==> src/include/prio_intr_defines.svh <==
/*
 Input count, board number width and address-byte layout for the priority interrupt board.
 Assumes inclusion by bare name from the design files.
*/
`ifndef PRIO_INTR_DEFINES_SVH
`define PRIO_INTR_DEFINES_SVH
`define INPUT_COUNT 8
`define BOARD_ID_WIDTH 3
`define BASE_ADDR_RESET 8'h00
`define ADDR_SLOT_LSB 0
`define ADDR_BOARD_LSB 3
`endif

==> src/include/prio_intr_pkg.sv <==
/*
 Types shared by the priority interrupt board files.
 Assumes the defines header is on the include path.
*/
`include "prio_intr_defines.svh"
package prio_intr_pkg;
   typedef logic [`INPUT_COUNT-1:0] line_vec_t;
   typedef logic [7:0] byte_t;
   typedef enum logic [1:0] {ST_IDLE, ST_REQ, ST_SEND} chain_st_e;
endpackage : prio_intr_pkg

==> src/verilog/prio_sync_latch.sv <==
/*
 Two-flop synchroniser, rising-edge detect and pending store per input.
 Assumes asynchronous external lines and one clock domain.
*/
`timescale 1ns/1ps
`default_nettype none
module prio_sync_latch
   import prio_intr_pkg::*;
(
   input wire logic clk,
   input wire logic reset,
   input wire line_vec_t lines,
   input wire line_vec_t enable,
   input wire line_vec_t clear,
   output line_vec_t pending
);
   line_vec_t s1_q, s2_q, s3_q, pend_q, pend_d;

   // Pending set by enabled rising edge; set wins over clear
   always_comb begin
      pend_d = (pend_q & ~clear) | (s2_q & ~s3_q & enable);
   end

   // Synchroniser, edge history and store
   always_ff @(posedge clk or posedge reset) begin
      if (reset) begin
         s1_q <= '0;
         s2_q <= '0;
         s3_q <= '0;
         pend_q <= '0;
      end else begin
         s1_q <= lines;
         s2_q <= s1_q;
         s3_q <= s2_q;
         pend_q <= pend_d;
      end
   end

   assign pending = pend_q & enable;
endmodule : prio_sync_latch
`default_nettype wire

==> src/verilog/prio_intr_board.sv <==
/*
 Eight-input daisy-chain priority interrupt board.
 Holds the pin synchronisers, the pending store (in a small module of its
 own), the ranking of pending inputs, the chain state machine and the
 address byte register that answers an acknowledge.
 A transfer runs: priority arrives, a pending input blocks the chain and
 pulls the shared request line, the processor raises acknowledge, the
 board loads the address byte, the processor strobes it off the bus, and
 the board drops its request and clears the served input.
 Assumes interrupt request line is wired-OR open drain, acknowledge from the
 processor is a level on a pin, and the processor takes the address byte
 with a read strobe pin while acknowledge is high.
 Assumes a fresh acknowledge for every request: only a rising acknowledge
 is taken, so an acknowledge still held high from the last transfer cannot start
 the next one.
 Board number is static and needs no synchroniser.
*/
`timescale 1ns/1ps
`default_nettype none
`include "prio_intr_defines.svh"
module prio_intr_board
   import prio_intr_pkg::*;
(
   input wire logic CLK,
   input wire logic RESET,
   input wire line_vec_t IRQ_LINES,
   input wire line_vec_t IRQ_ENABLE,
   input wire logic [`BOARD_ID_WIDTH-1:0] BOARD_ID,
   input wire logic PRIO_IN,
   output logic PRIO_OUT,
   input wire logic IRQ_REQ_IN,
   output logic IRQ_REQ_OUT,
   output logic IRQ_REQ_OE,
   input wire logic ACK,
   input wire logic ADDR_STROBE,
   output byte_t BUS_DATA,
   output logic BUS_OE,
   output logic BUSY
);
   line_vec_t pending; // Enabled and stored events
   line_vec_t clear_vec; // One-hot clear of the served input
   logic pend_any; // Something waits on this board
   logic [1:0] prio_sync_q; // Priority pin, two flops
   logic [1:0] prio_sync_d;
   logic [2:0] ack_sync_q; // Acknowledge pin, two flops and edge history
   logic [2:0] ack_sync_d;
   logic [2:0] stb_sync_q; // Strobe pin, two flops and edge history
   logic [2:0] stb_sync_d;
   logic prio_in_s;
   logic ack_s;
   logic ack_rise;
   logic stb_s;
   logic stb_rise;
   logic [2:0] win_idx; // Highest ranked pending input
   chain_st_e st_q;
   chain_st_e st_d;
   logic [2:0] sel_q;
   logic [2:0] sel_d;
   byte_t data_q;
   byte_t data_d;
   logic load_addr; // Take the address byte this cycle

   // Lowest numbered pending input wins
   function automatic logic [2:0] first_set(input line_vec_t v);
      logic [2:0] idx;
      idx = 3'h0;
      for (int i = `INPUT_COUNT - 1; i >= 0; i--) begin
         if (v[i]) begin
            idx = i[2:0];
         end
      end
      return idx;
   endfunction : first_set

   // Service address: board number above slot number
   function automatic byte_t make_addr(input logic [2:0] board, input logic [2:0] slot);
      byte_t a;
      a = `BASE_ADDR_RESET;
      a[`ADDR_BOARD_LSB +: 3] = board;
      a[`ADDR_SLOT_LSB +: 3] = slot;
      return a;
   endfunction : make_addr

   // Input store with per-input enable
   prio_sync_latch u_latch (
      .clk(CLK),
      .reset(RESET),
      .lines(IRQ_LINES),
      .enable(IRQ_ENABLE),
      .clear(clear_vec),
      .pending(pending)
   );

   // Next values of the pin synchronisers
   always_comb begin
      prio_sync_d = {prio_sync_q[0], PRIO_IN};
      ack_sync_d = {ack_sync_q[1:0], ACK};
      stb_sync_d = {stb_sync_q[1:0], ADDR_STROBE};
   end

   // Pin synchronisers
   always_ff @(posedge CLK or posedge RESET) begin
      if (RESET) begin
         prio_sync_q <= 2'h0;
         ack_sync_q <= 3'h0;
         stb_sync_q <= 3'h0;
      end else begin
         prio_sync_q <= prio_sync_d;
         ack_sync_q <= ack_sync_d;
         stb_sync_q <= stb_sync_d;
      end
   end

   // Synchronised levels and rising edges; edges compare the second flop with the third
   assign prio_in_s = prio_sync_q[1];
   assign ack_s = ack_sync_q[1];
   assign ack_rise = ack_sync_q[1] & ~ack_sync_q[2];
   assign stb_s = stb_sync_q[1];
   assign stb_rise = stb_sync_q[1] & ~stb_sync_q[2];

   // Rank pending inputs
   assign pend_any = (pending != '0);
   assign win_idx = first_set(pending);

   // Chain state: idle, requesting, sending address
   always_comb begin
      st_d = st_q;
      load_addr = 1'b0;
      clear_vec = '0;
      case (st_q)
         ST_IDLE: begin
            if (prio_in_s && pend_any) begin
               st_d = ST_REQ;
            end
         end
         ST_REQ: begin
            if (!pend_any) begin
               st_d = ST_IDLE;
            end else if (ack_rise) begin
               st_d = ST_SEND;
               load_addr = 1'b1;
            end else if (!prio_in_s) begin
               st_d = ST_IDLE;
            end
         end
         ST_SEND: begin
            if (stb_rise || !ack_s) begin
               st_d = ST_IDLE;
               clear_vec[sel_q] = stb_rise;
            end
         end
         default: begin
            st_d = ST_IDLE;
         end
      endcase
   end

   // Selection follows the winner until the address byte is loaded, then holds while it is out
   always_comb begin
      sel_d = sel_q;
      if (st_q != ST_SEND) begin
         sel_d = win_idx;
      end
   end

   // Address byte, loaded once per acknowledge
   always_comb begin
      data_d = data_q;
      if (load_addr) begin
         data_d = make_addr(BOARD_ID, win_idx);
      end
   end

   // Chain state register
   always_ff @(posedge CLK or posedge RESET) begin
      if (RESET) begin
         st_q <= ST_IDLE;
      end else begin
         st_q <= st_d;
      end
   end

   // Selection register
   always_ff @(posedge CLK or posedge RESET) begin
      if (RESET) begin
         sel_q <= 3'h0;
      end else begin
         sel_q <= sel_d;
      end
   end

   // Address byte register
   always_ff @(posedge CLK or posedge RESET) begin
      if (RESET) begin
         data_q <= `BASE_ADDR_RESET;
      end else begin
         data_q <= data_d;
      end
   end

   // Chain and bus outputs
   assign BUSY = (st_q != ST_IDLE);
   assign PRIO_OUT = prio_in_s & ~pend_any & (st_q == ST_IDLE);
   assign IRQ_REQ_OUT = 1'b0;
   assign IRQ_REQ_OE = (st_q != ST_IDLE);
   assign BUS_OE = (st_q == ST_SEND) & stb_s;
   assign BUS_DATA = data_q;

   logic unused_req;
   assign unused_req = IRQ_REQ_IN;
endmodule : prio_intr_board
`default_nettype wire

==> config.mk <==
export PLATFORM = sky130hd
export DESIGN_NAME = prio_intr_board
export DESIGN_NICKNAME = d
export VERILOG_FILES = /design/src/include/prio_intr_pkg.sv /design/src/verilog/prio_sync_latch.sv /design/src/verilog/prio_intr_board.sv
export VERILOG_INCLUDE_DIRS = /design/src /design/src/include
export SDC_FILE = /design/constraint.sdc
export NUM_CORES = 1
export LEC_CHECK = 0
export BUFFER_PORTS_ARGS = -buffer_cell sky130_fd_sc_hd__buf_4
export CAP_MARGIN = 20
export CORE_MARGIN = 2
export CORE_UTILIZATION = 30
export CTS_CLUSTER_DIAMETER = 30
export CTS_CLUSTER_SIZE = 24
export DETAILED_ROUTE_END_ITERATION = 6
export PLACE_DENSITY = 0.5
export SLEW_MARGIN = 20
export SYNTH_ARGS = -nofsm -noshare
export SYNTH_HDL_FRONTEND = slang
export SYNTH_HIERARCHICAL = 1
export SYNTH_SLANG_ARGS = --single-unit
==> constraint.sdc <==
create_clock -name CLK -period 1.96 [get_ports CLK]
set_input_delay 0.098 -clock CLK [delete_from_list [all_inputs] [get_ports CLK]]
set_output_delay 0.098 -clock CLK [all_outputs]
set_load 0.05 [all_outputs]
==> summary.md, run 1 <==
| Metric | Value |
|---|---|
| Critical R2R Launch | u_latch/pend_q[6] |
| N_diodes | 0 |
| Post-synthesis register bit count | 51 |
| DR iter-0 viols | between 40 and 50 |
| Synth warn | 6 |
| RePlAce Congestion | around 0.76 |
| Status | finished, final reports clean |
| Vias per cell | approximately 4.3 |
| Site Rows | 28 |
| Max Freq | about 520 MHz |
| HP Class | input port to register |
| Htree depth | 2 |
| Routed len/inst | ~12 um |
| Share of the synthesized area in the top cell type | between 60% and 70% |
| DRC Markers | 0 |
| Full die area | between 0.006 and 0.007 mm2 |
| Final Cycle Share | between 90% and 100% |
| CTS tree | done |
| Fin nets | 224 |
| Sequential element share of the synthesized area | between 60 and 70% |
| WL final | ~3200 um |
| P_leak | roughly 1.1 nW |
| Total number of vias | about 1200 |
| Initial antenna violation count | 0 |
| Shortest period the worst path allows | 1.92 ns |
| Worst EP required | 1.86 ns |
| Met2 Usage GRT | roughly 15% |
| Biggest area consumer among synthesized cells | dfrtp_1 |
| Hold path start | BOARD_ID[2] |
| Critical Path AT | 1.82 ns |
| Placed insts | 250 |
| DIE HEIGHT | about 83 um |
| Final antenna-violating net count | 0 |
| RSZ-0062 raised after global routing | true |
| Top Ports | 38 |
| Max Buffers Root-to-Sink | 2 |
| DP Wirelength | between 2000 and 2500 um |
| Vias in the first global route | between 1000 and 1500 |
| Number of distinct library cells after synthesis | 29 |
| Design Area, Final | about 0.0025 mm2 |
| Crit path from | u_latch/pend_q[1] |
| GRT met1 Usage | roughly 13% |
| Worst setup EP type | primary output |
| Dpl cell area | between 0.002 and 0.0025 mm2 |
| Critical path type | register to primary output |
| Worst Path Max Fanout | 4 |
| GRT busiest layer | met2 |
| Worst slew margin | between 50% and 60% |
| Layout cells sized above 1 | a little over a third |
| # clock sinks | 51 |
| Synth cell count leaders | dfrtp_1 (51), inv_1 (12), nor2_1 (10), and2_1 (7), nand3b_1 (7) |
| Total congestion overflow | 0 |
| Post-synthesis cell count | between 100 and 150 |
| Fillers | approximately 560 |
| VDD IR max | between 0.4 and 0.5 mV |
| P&R area growth vs syn | 31.4% |
| Final setup violation count | 0 |
| Worst-Skew Late Latency | about 0.30 ns |
| Cell Pwr Density | 883 mW/mm2 |
| Clk_skew | ~0.0044 ns |
| Total GRT Usage | between 10% and 20% |
| Clk root buf | clkbuf_8 |
| Synthesized cell area | between 0.0015 and 0.002 mm2 |
| Final Max Slew Viols | 0 |
| Die width | approximately 83 um |
| Setup WS pre-CTS | 0.131 ns |
| Clock buffer count from CTS | 5 |
| Mean Syn Cell Area | about 13 um2 |
| Setup WS post-layout | around 0.042 ns |
| Ys async rst share | 100% |
| Total Neg Setup Slack | 0 ns |
| CP startpoint kind | register |
| Tightest Pin Transition | ~0.70 ns |
| Max-cap violations | 0 |
| Router iterations before antenna repair | 4 |
| Fin. Hold Viols | 0 |
| Synth Flop Type | dfrtp_1 |
| First-pass GRT wire length | around 5500 um |
| Largest net degree at the start of global routing | 33 |
| Top-count cell post-synth | dfrtp_1 |
| GR Util met3 | under 10% |
| Initial Util | 31.5% |
| Core area | approximately 0.0060 mm2 |
| Post-Layout Cell Count | around 270 |
| EDFF count, synth | 0 |
| Synth top area cells | dfrtp_1 (68%), mux2_4 (3.2%), nand3b_1 (2.8%) |
| Clock slew at reported path FFs | roughly 0.080 ns |
| Port Buf Inserts | 33 |
| Tot Pwr | ~2.2 mW |
-- per-layer routing --
| layer | share of wire, % | wire, um |
|---|---|---|
| met1 | 46 | 1480 |
| met2 | 46 | 1500 |
| met3 | 5.5 | 176 |
| met4 | 2.0 | 64 |
| met5 | 0 | 0 |
-- kinds of logic (layout without fill, tap and decap cells) --
group           count (synthesis)  count (layout)  share of synthesized area (%)
compound gates                 17              17                           6.83
buf+inv                        17              70                           4.58
flops                          51              51                           67.6
mux                             6               6                           4.31
other cells                     1               3                          0.199
simple gates                   52              52                           16.4
-- metrics by stage --
step                utilization, %  hold slack [ns]
floorplan                        -           0.0491
global placement              37.0            0.208
detailed placement            37.0            0.209
CTS                           40.7           0.0286
global route                  41.4           0.0287
finish                        41.4           0.0350
-- area by class of cell --
class	instances	area, um2	area share [%]
clock buffer	6	82.6	3.33
clock inverter	1	5.00	0.202
inverter	12	45.0	1.82
multi-input combinational	78	561	22.6
sequential	51	1280	51.5
tap	75	93.8	3.78
timing repair buffer	51	417	16.8
-- flip-flops by register name (all words and copies together) (netlist names) --
register        count
sel_q               3
prio_sync_q         2
u_latch/pend_q      8
u_latch/s1_q        8
stb_sync_q          3
st_q                2
ack_sync_q          3
u_latch/s3_q        8
u_latch/s2_q        8
BUS_DATA            6
-- worst max-delay path, stage by stage (launching register included) --
cell and delay, ns:
dfrtp_1 0.38, and2_4 0.14, or4_4 0.57, nor4_4 0.24, buf_6 0.19
-- worst paths after layout --
kind,endpoint,depth (start not counted),slack (ns)
min,BUS_DATA[5],2,0.03
max in group asynchronous,st_q[0],3,1.04
min in group asynchronous,u_latch/s2_q[0],4,0.44
min reg2reg,u_latch/s2_q[1],0,0.35
max,PRIO_OUT,4,0.04
max reg2reg,BUS_DATA[4],6,0.06
-- layout by cell type, fill, tap and decap left out, drive strengths merged, types with 2 or more instances in the layout --
cell type | Yosys | layout
nand2b | 5 | 5
a21oi | 3 | 3
clkbuf | 0 | 6
buf | 5 | 39
mux2 | 5 | 5
nor3 | 6 | 6
or4 | 2 | 2
nand2 | 6 | 6
nor2b | 3 | 3
inv | 12 | 12
nor2 | 11 | 11
dfrtp | 51 | 51
o22ai | 2 | 2
o21ai | 10 | 10
conb | 1 | 3
dlygate4sd3 | 0 | 12
and2 | 9 | 9
nand3b | 7 | 7
-- repair_timing --
item | in CTS | in global routing
endpoints found under the hold margin | 62 | 0
buffers inserted | 1 | 4
pin swaps | 3 | 5
resized for setup | 2 | 4
hold buffers | 12 | 0
cloned | 0 | 0
endpoints found under the setup margin | 1 | 1
-- report_power, final --
| group | internal, mW | switching [mW] |
|---|---|---|
| registers | 1.13 | 0.0472 |
| clock network | 0.277 | 0.307 |
| logic | 0.174 | 0.254 |
| total | 1.58 | 0.608 |
Power figures use the tool's default switching activity.
==> run 2: changes to the inputs <==
Settings changed: ABC_AREA set to 1.
==> summary.md, run 2 <==
| Metric | Value |
|---|---|
| Status | finished, final reports clean |
| Crit path buf inv count | 2 (+1) |
| Total Neg Setup Slack | 0 ns (unchanged) |
| Total number of vias | 1320 (+12%) |
| WL final | 3200 um (-0.75%) |
| Sequential element share of the synthesized area | 65.5% (-2.2 points) |
| Post-synthesis register bit count | 51 (unchanged) |
| Initial Util | 30.9% (-0.62 points) |
| Ys async rst share | 100% (unchanged) |
| Sw frac | 28.0% (+0.27 points) |
| Clk root buf | clkbuf_8 |
| Final Max Slew Viols | 0 (unchanged) |
| RSZ-0062 raised after global routing | false |
| CTS Hold Bufs | 15 (+3) |
| DIE HEIGHT | 84.6 um (+1.6%) |
| Initial antenna violation count | 0 (unchanged) |
| Shortest period the worst path allows | 1.66 ns (-0.253 ns) |
| Synth top area cells | dfrtp_1 (65%), nand2_1 (9.6%), inv_1 (7.7%) |
| Fin. Hold Viols | 0 (unchanged) |
| # clock sinks | 51 (unchanged) |
| R2r setup slk | 0.62 ns (+0.56 ns) |
| Largest net degree at the start of global routing | 33 (unchanged) |
| VDD IR max | 0.347 mV (-20%) |
| Full die area | 0.00716 mm2 (+3.2%) |
| Post-CTS sizing | 0 (-2) |
| Synth warn | 6 (unchanged) |
| Fin nets | 274 (+22%) |
| Worst EP required | 1.86 ns (about the same) |
| Switch Pwr | 659 uW (+8.5%) |
| First-pass GRT wire length | 5800 um (+5.4%) |
| Worst slew margin | 52.3% (-0.94 points) |
| Htree depth | 2 (unchanged) |
| P_int | 1.69 mW (+7.1%) |
| Vias in the first global route | 1348 (+12%) |
| Combinational power share | 17.9% (-1.6 points) |
| Fillers | 650 (+17%) |
| Final Cycle Share | 84.9% (-13 points) |
| CTS tree | done |
| DRC Markers | 0 (unchanged) |
| Clock power frac | 32.5% (+5.8 points) |
| HP Class | input port to register |
| Critical Path AT | 1.57 ns (-0.25 ns) |
| Clock slew at reported path FFs | 0.09 ns (about the same) |
| Vias per cell | 4.04 (-5.9%) |
| Synth Flop Type | dfrtp_1 |
| Max-cap violations | 0 (unchanged) |
| DR iter-0 viols | 57 (+30%) |
| Commonest cells after routing, fill and taps aside | dfrtp_1 (51), nand2_1 (50), inv_1 (40) |
| RePlAce Congestion | 0.731 (-4.4%) |
| EDFF count, synth | 0 (unchanged) |
| Max Freq | 601 MHz (+15%) |
| Worst Path Max Fanout | 3 (-1) |
| Top Ports | 38 (unchanged) |
| Router iterations before antenna repair | 4 (unchanged) |
| Max stage delay on crit path | 0.38 ns (-0.19 ns) |
| Port Buf Inserts | 33 (unchanged) |
| Post-synthesis cell count | 195 (+35%) |
| Top-count cell post-synth | dfrtp_1 |
| Die width | 84.6 um (+1.6%) |
| Site Rows | 29 (+3.6%) |
| Tightest Pin Transition | 0.714 ns (+0.0141 ns) |
| Final antenna-violating net count | 0 (unchanged) |
| Tot Pwr | 2.35 mW (+7.5%) |
| Clk_skew | 0.00683 ns (+0.00238 ns) |
| Biggest area consumer among synthesized cells | dfrtp_1 |
| Final Core Density | 40.5% (-0.91 points) |
| Routed len/inst | 9.78 um (-17%) |
| CP startpoint kind | register |
| Final setup violation count | 0 (unchanged) |
| Clock buffer count from CTS | 5 (unchanged) |
| Number of distinct library cells after synthesis | 21 (-28%) |
| P_leak | 1.30 nW (+13%) |
| Worst path slowest cell | dfrtp_1 |
| Synth cell count leaders | dfrtp_1 (51), nand2_1 (50), inv_1 (40), nand3_1 (15), nor2_1 (11) |
| Sequential power share | 49.7% (-4.1 points) |
| Crit-path leading delay family | simple AND/OR/NAND/NOR gates |
| Critical path type | register to primary output |
| Core area | 0.00631 mm2 (+5.4%) |
| DP Wirelength | 2300 um (-0.91%) |
| CP Cell Sequence | nand2_1 > inv_1 > nor2_2 > nand3_2 > nor4_2 > buf_4 |
| Number of setup buffers added after CTS | 0 (-1) |
| Worst setup EP type | primary output |
| N_diodes | 0 (unchanged) |
| P&R area growth vs syn | 31.1% |
| Synthesized cell area | 0.00195 mm2 (+3.3%) |
| Most common cell after layout, fill and taps aside | dfrtp_1 |
| Total congestion overflow | 0 (unchanged) |
| Share of the synthesized area in the top cell type | 65.5% (-2.2 points) |
| Worst-Skew Late Latency | 0.30 ns (about the same) |
| Total GRT Usage | 10.1% (-0.029 points) |
| Cell Pwr Density | 920 mW/mm2 (+4.2%) |
| Layout cells sized above 1 | 23.2% (-12 points) |
| Mean Syn Cell Area | 10.0 um2 (-24%) |
| Max Buffers Root-to-Sink | 2 (unchanged) |
## run 2: cell count changes after synthesis, sizes merged, moves of 6 or more
cell / previous run / this run
nand3: 1 / 17
and2: 9 / 0
nand3b: 7 / 1
inv: 12 / 43
nor3: 6 / 0
nand2: 6 / 50
## run 2: path summary, 6_finish.rpt
kind,startpoint,depth (start not counted),to
setup / recovery,u_latch/pend_q[3],6,PRIO_OUT
hold / removal,IRQ_ENABLE[1],3,u_latch/pend_q[1]
setup reg to reg,st_q[0],7,u_latch/pend_q[2]
hold reg to reg,u_latch/s1_q[3],0,u_latch/s2_q[3]
max in group asynchronous,RESET,3,sel_q[2]
min in group asynchronous,RESET,4,u_latch/s2_q[1]
## run 2: power groups by stage
| stage | clock network, mW | registers (mW) | logic (mW) |
|---|---|---|---|
| floorplan | 0 | 1.30 | 0.171 |
| global placement | 0 | 1.19 | 0.401 |
| detailed placement | 0 | 1.19 | 0.403 |
| CTS | 0.798 | 1.17 | 0.427 |
| global route | 0.835 | 1.18 | 0.457 |
| finish | 0.764 | 1.17 | 0.420 |
## run 2: cell families (layout without fill, tap and decap cells)
logic type,after synthesis,count (layout),synth area share (%)
AO/OA/AOI/OAI,6,6,2.05
AND/OR/NAND/NOR,90,90,22.2
other,1,3,0.192
flip-flops,51,51,65.5
buffers and inverters,47,100,10.1
## run 2: per-stage QoR
| step | setup WS [ns] | instances | hold WS [ns] | area, um2 |
|---|---|---|---|---|
| after global placement | 0.606 | 304 | 0.207 | 2280 |
| final | 0.295 | 327 | 0.0226 | 2560 |
| after CTS | 0.269 | 327 | 0.0127 | 2560 |
| after detailed placement | 0.621 | 304 | 0.209 | 2280 |
| after floorplan | 0.0636 | 197 | 0.0491 | 1960 |
| after global routing | 0.168 | 327 | 0.0134 | 2560 |
## run 2: layout make-up
type | instances | area, um2 | area share, %
Multi-Input combinational cell | 99 | 490 | 19.2
Clock buffer | 6 | 82.6 | 3.23
Tap cell | 77 | 96.3 | 3.77
Clock inverter | 2 | 38.8 | 1.52
Sequential cell | 51 | 1280 | 49.9
Timing Repair Buffer | 49 | 405 | 15.9
Inverter | 43 | 166 | 6.51
## run 2: worst min-delay path: cells and delay by family
| family | cells | cell delay, ns |
|---|---|---|
| buffers and inverters | 1 | 0.09 |
| and+or+nand+nor | 2 | 0.11 |
## run 2: layer usage
layer,up-vias,part of all wire [%],track usage [%]
li1,678,-,-
met1,613,45,11.8
met2,22,48,17.2
met3,7,4.6,3.24
met4,0,1.8,3.90
met5,-,0,0
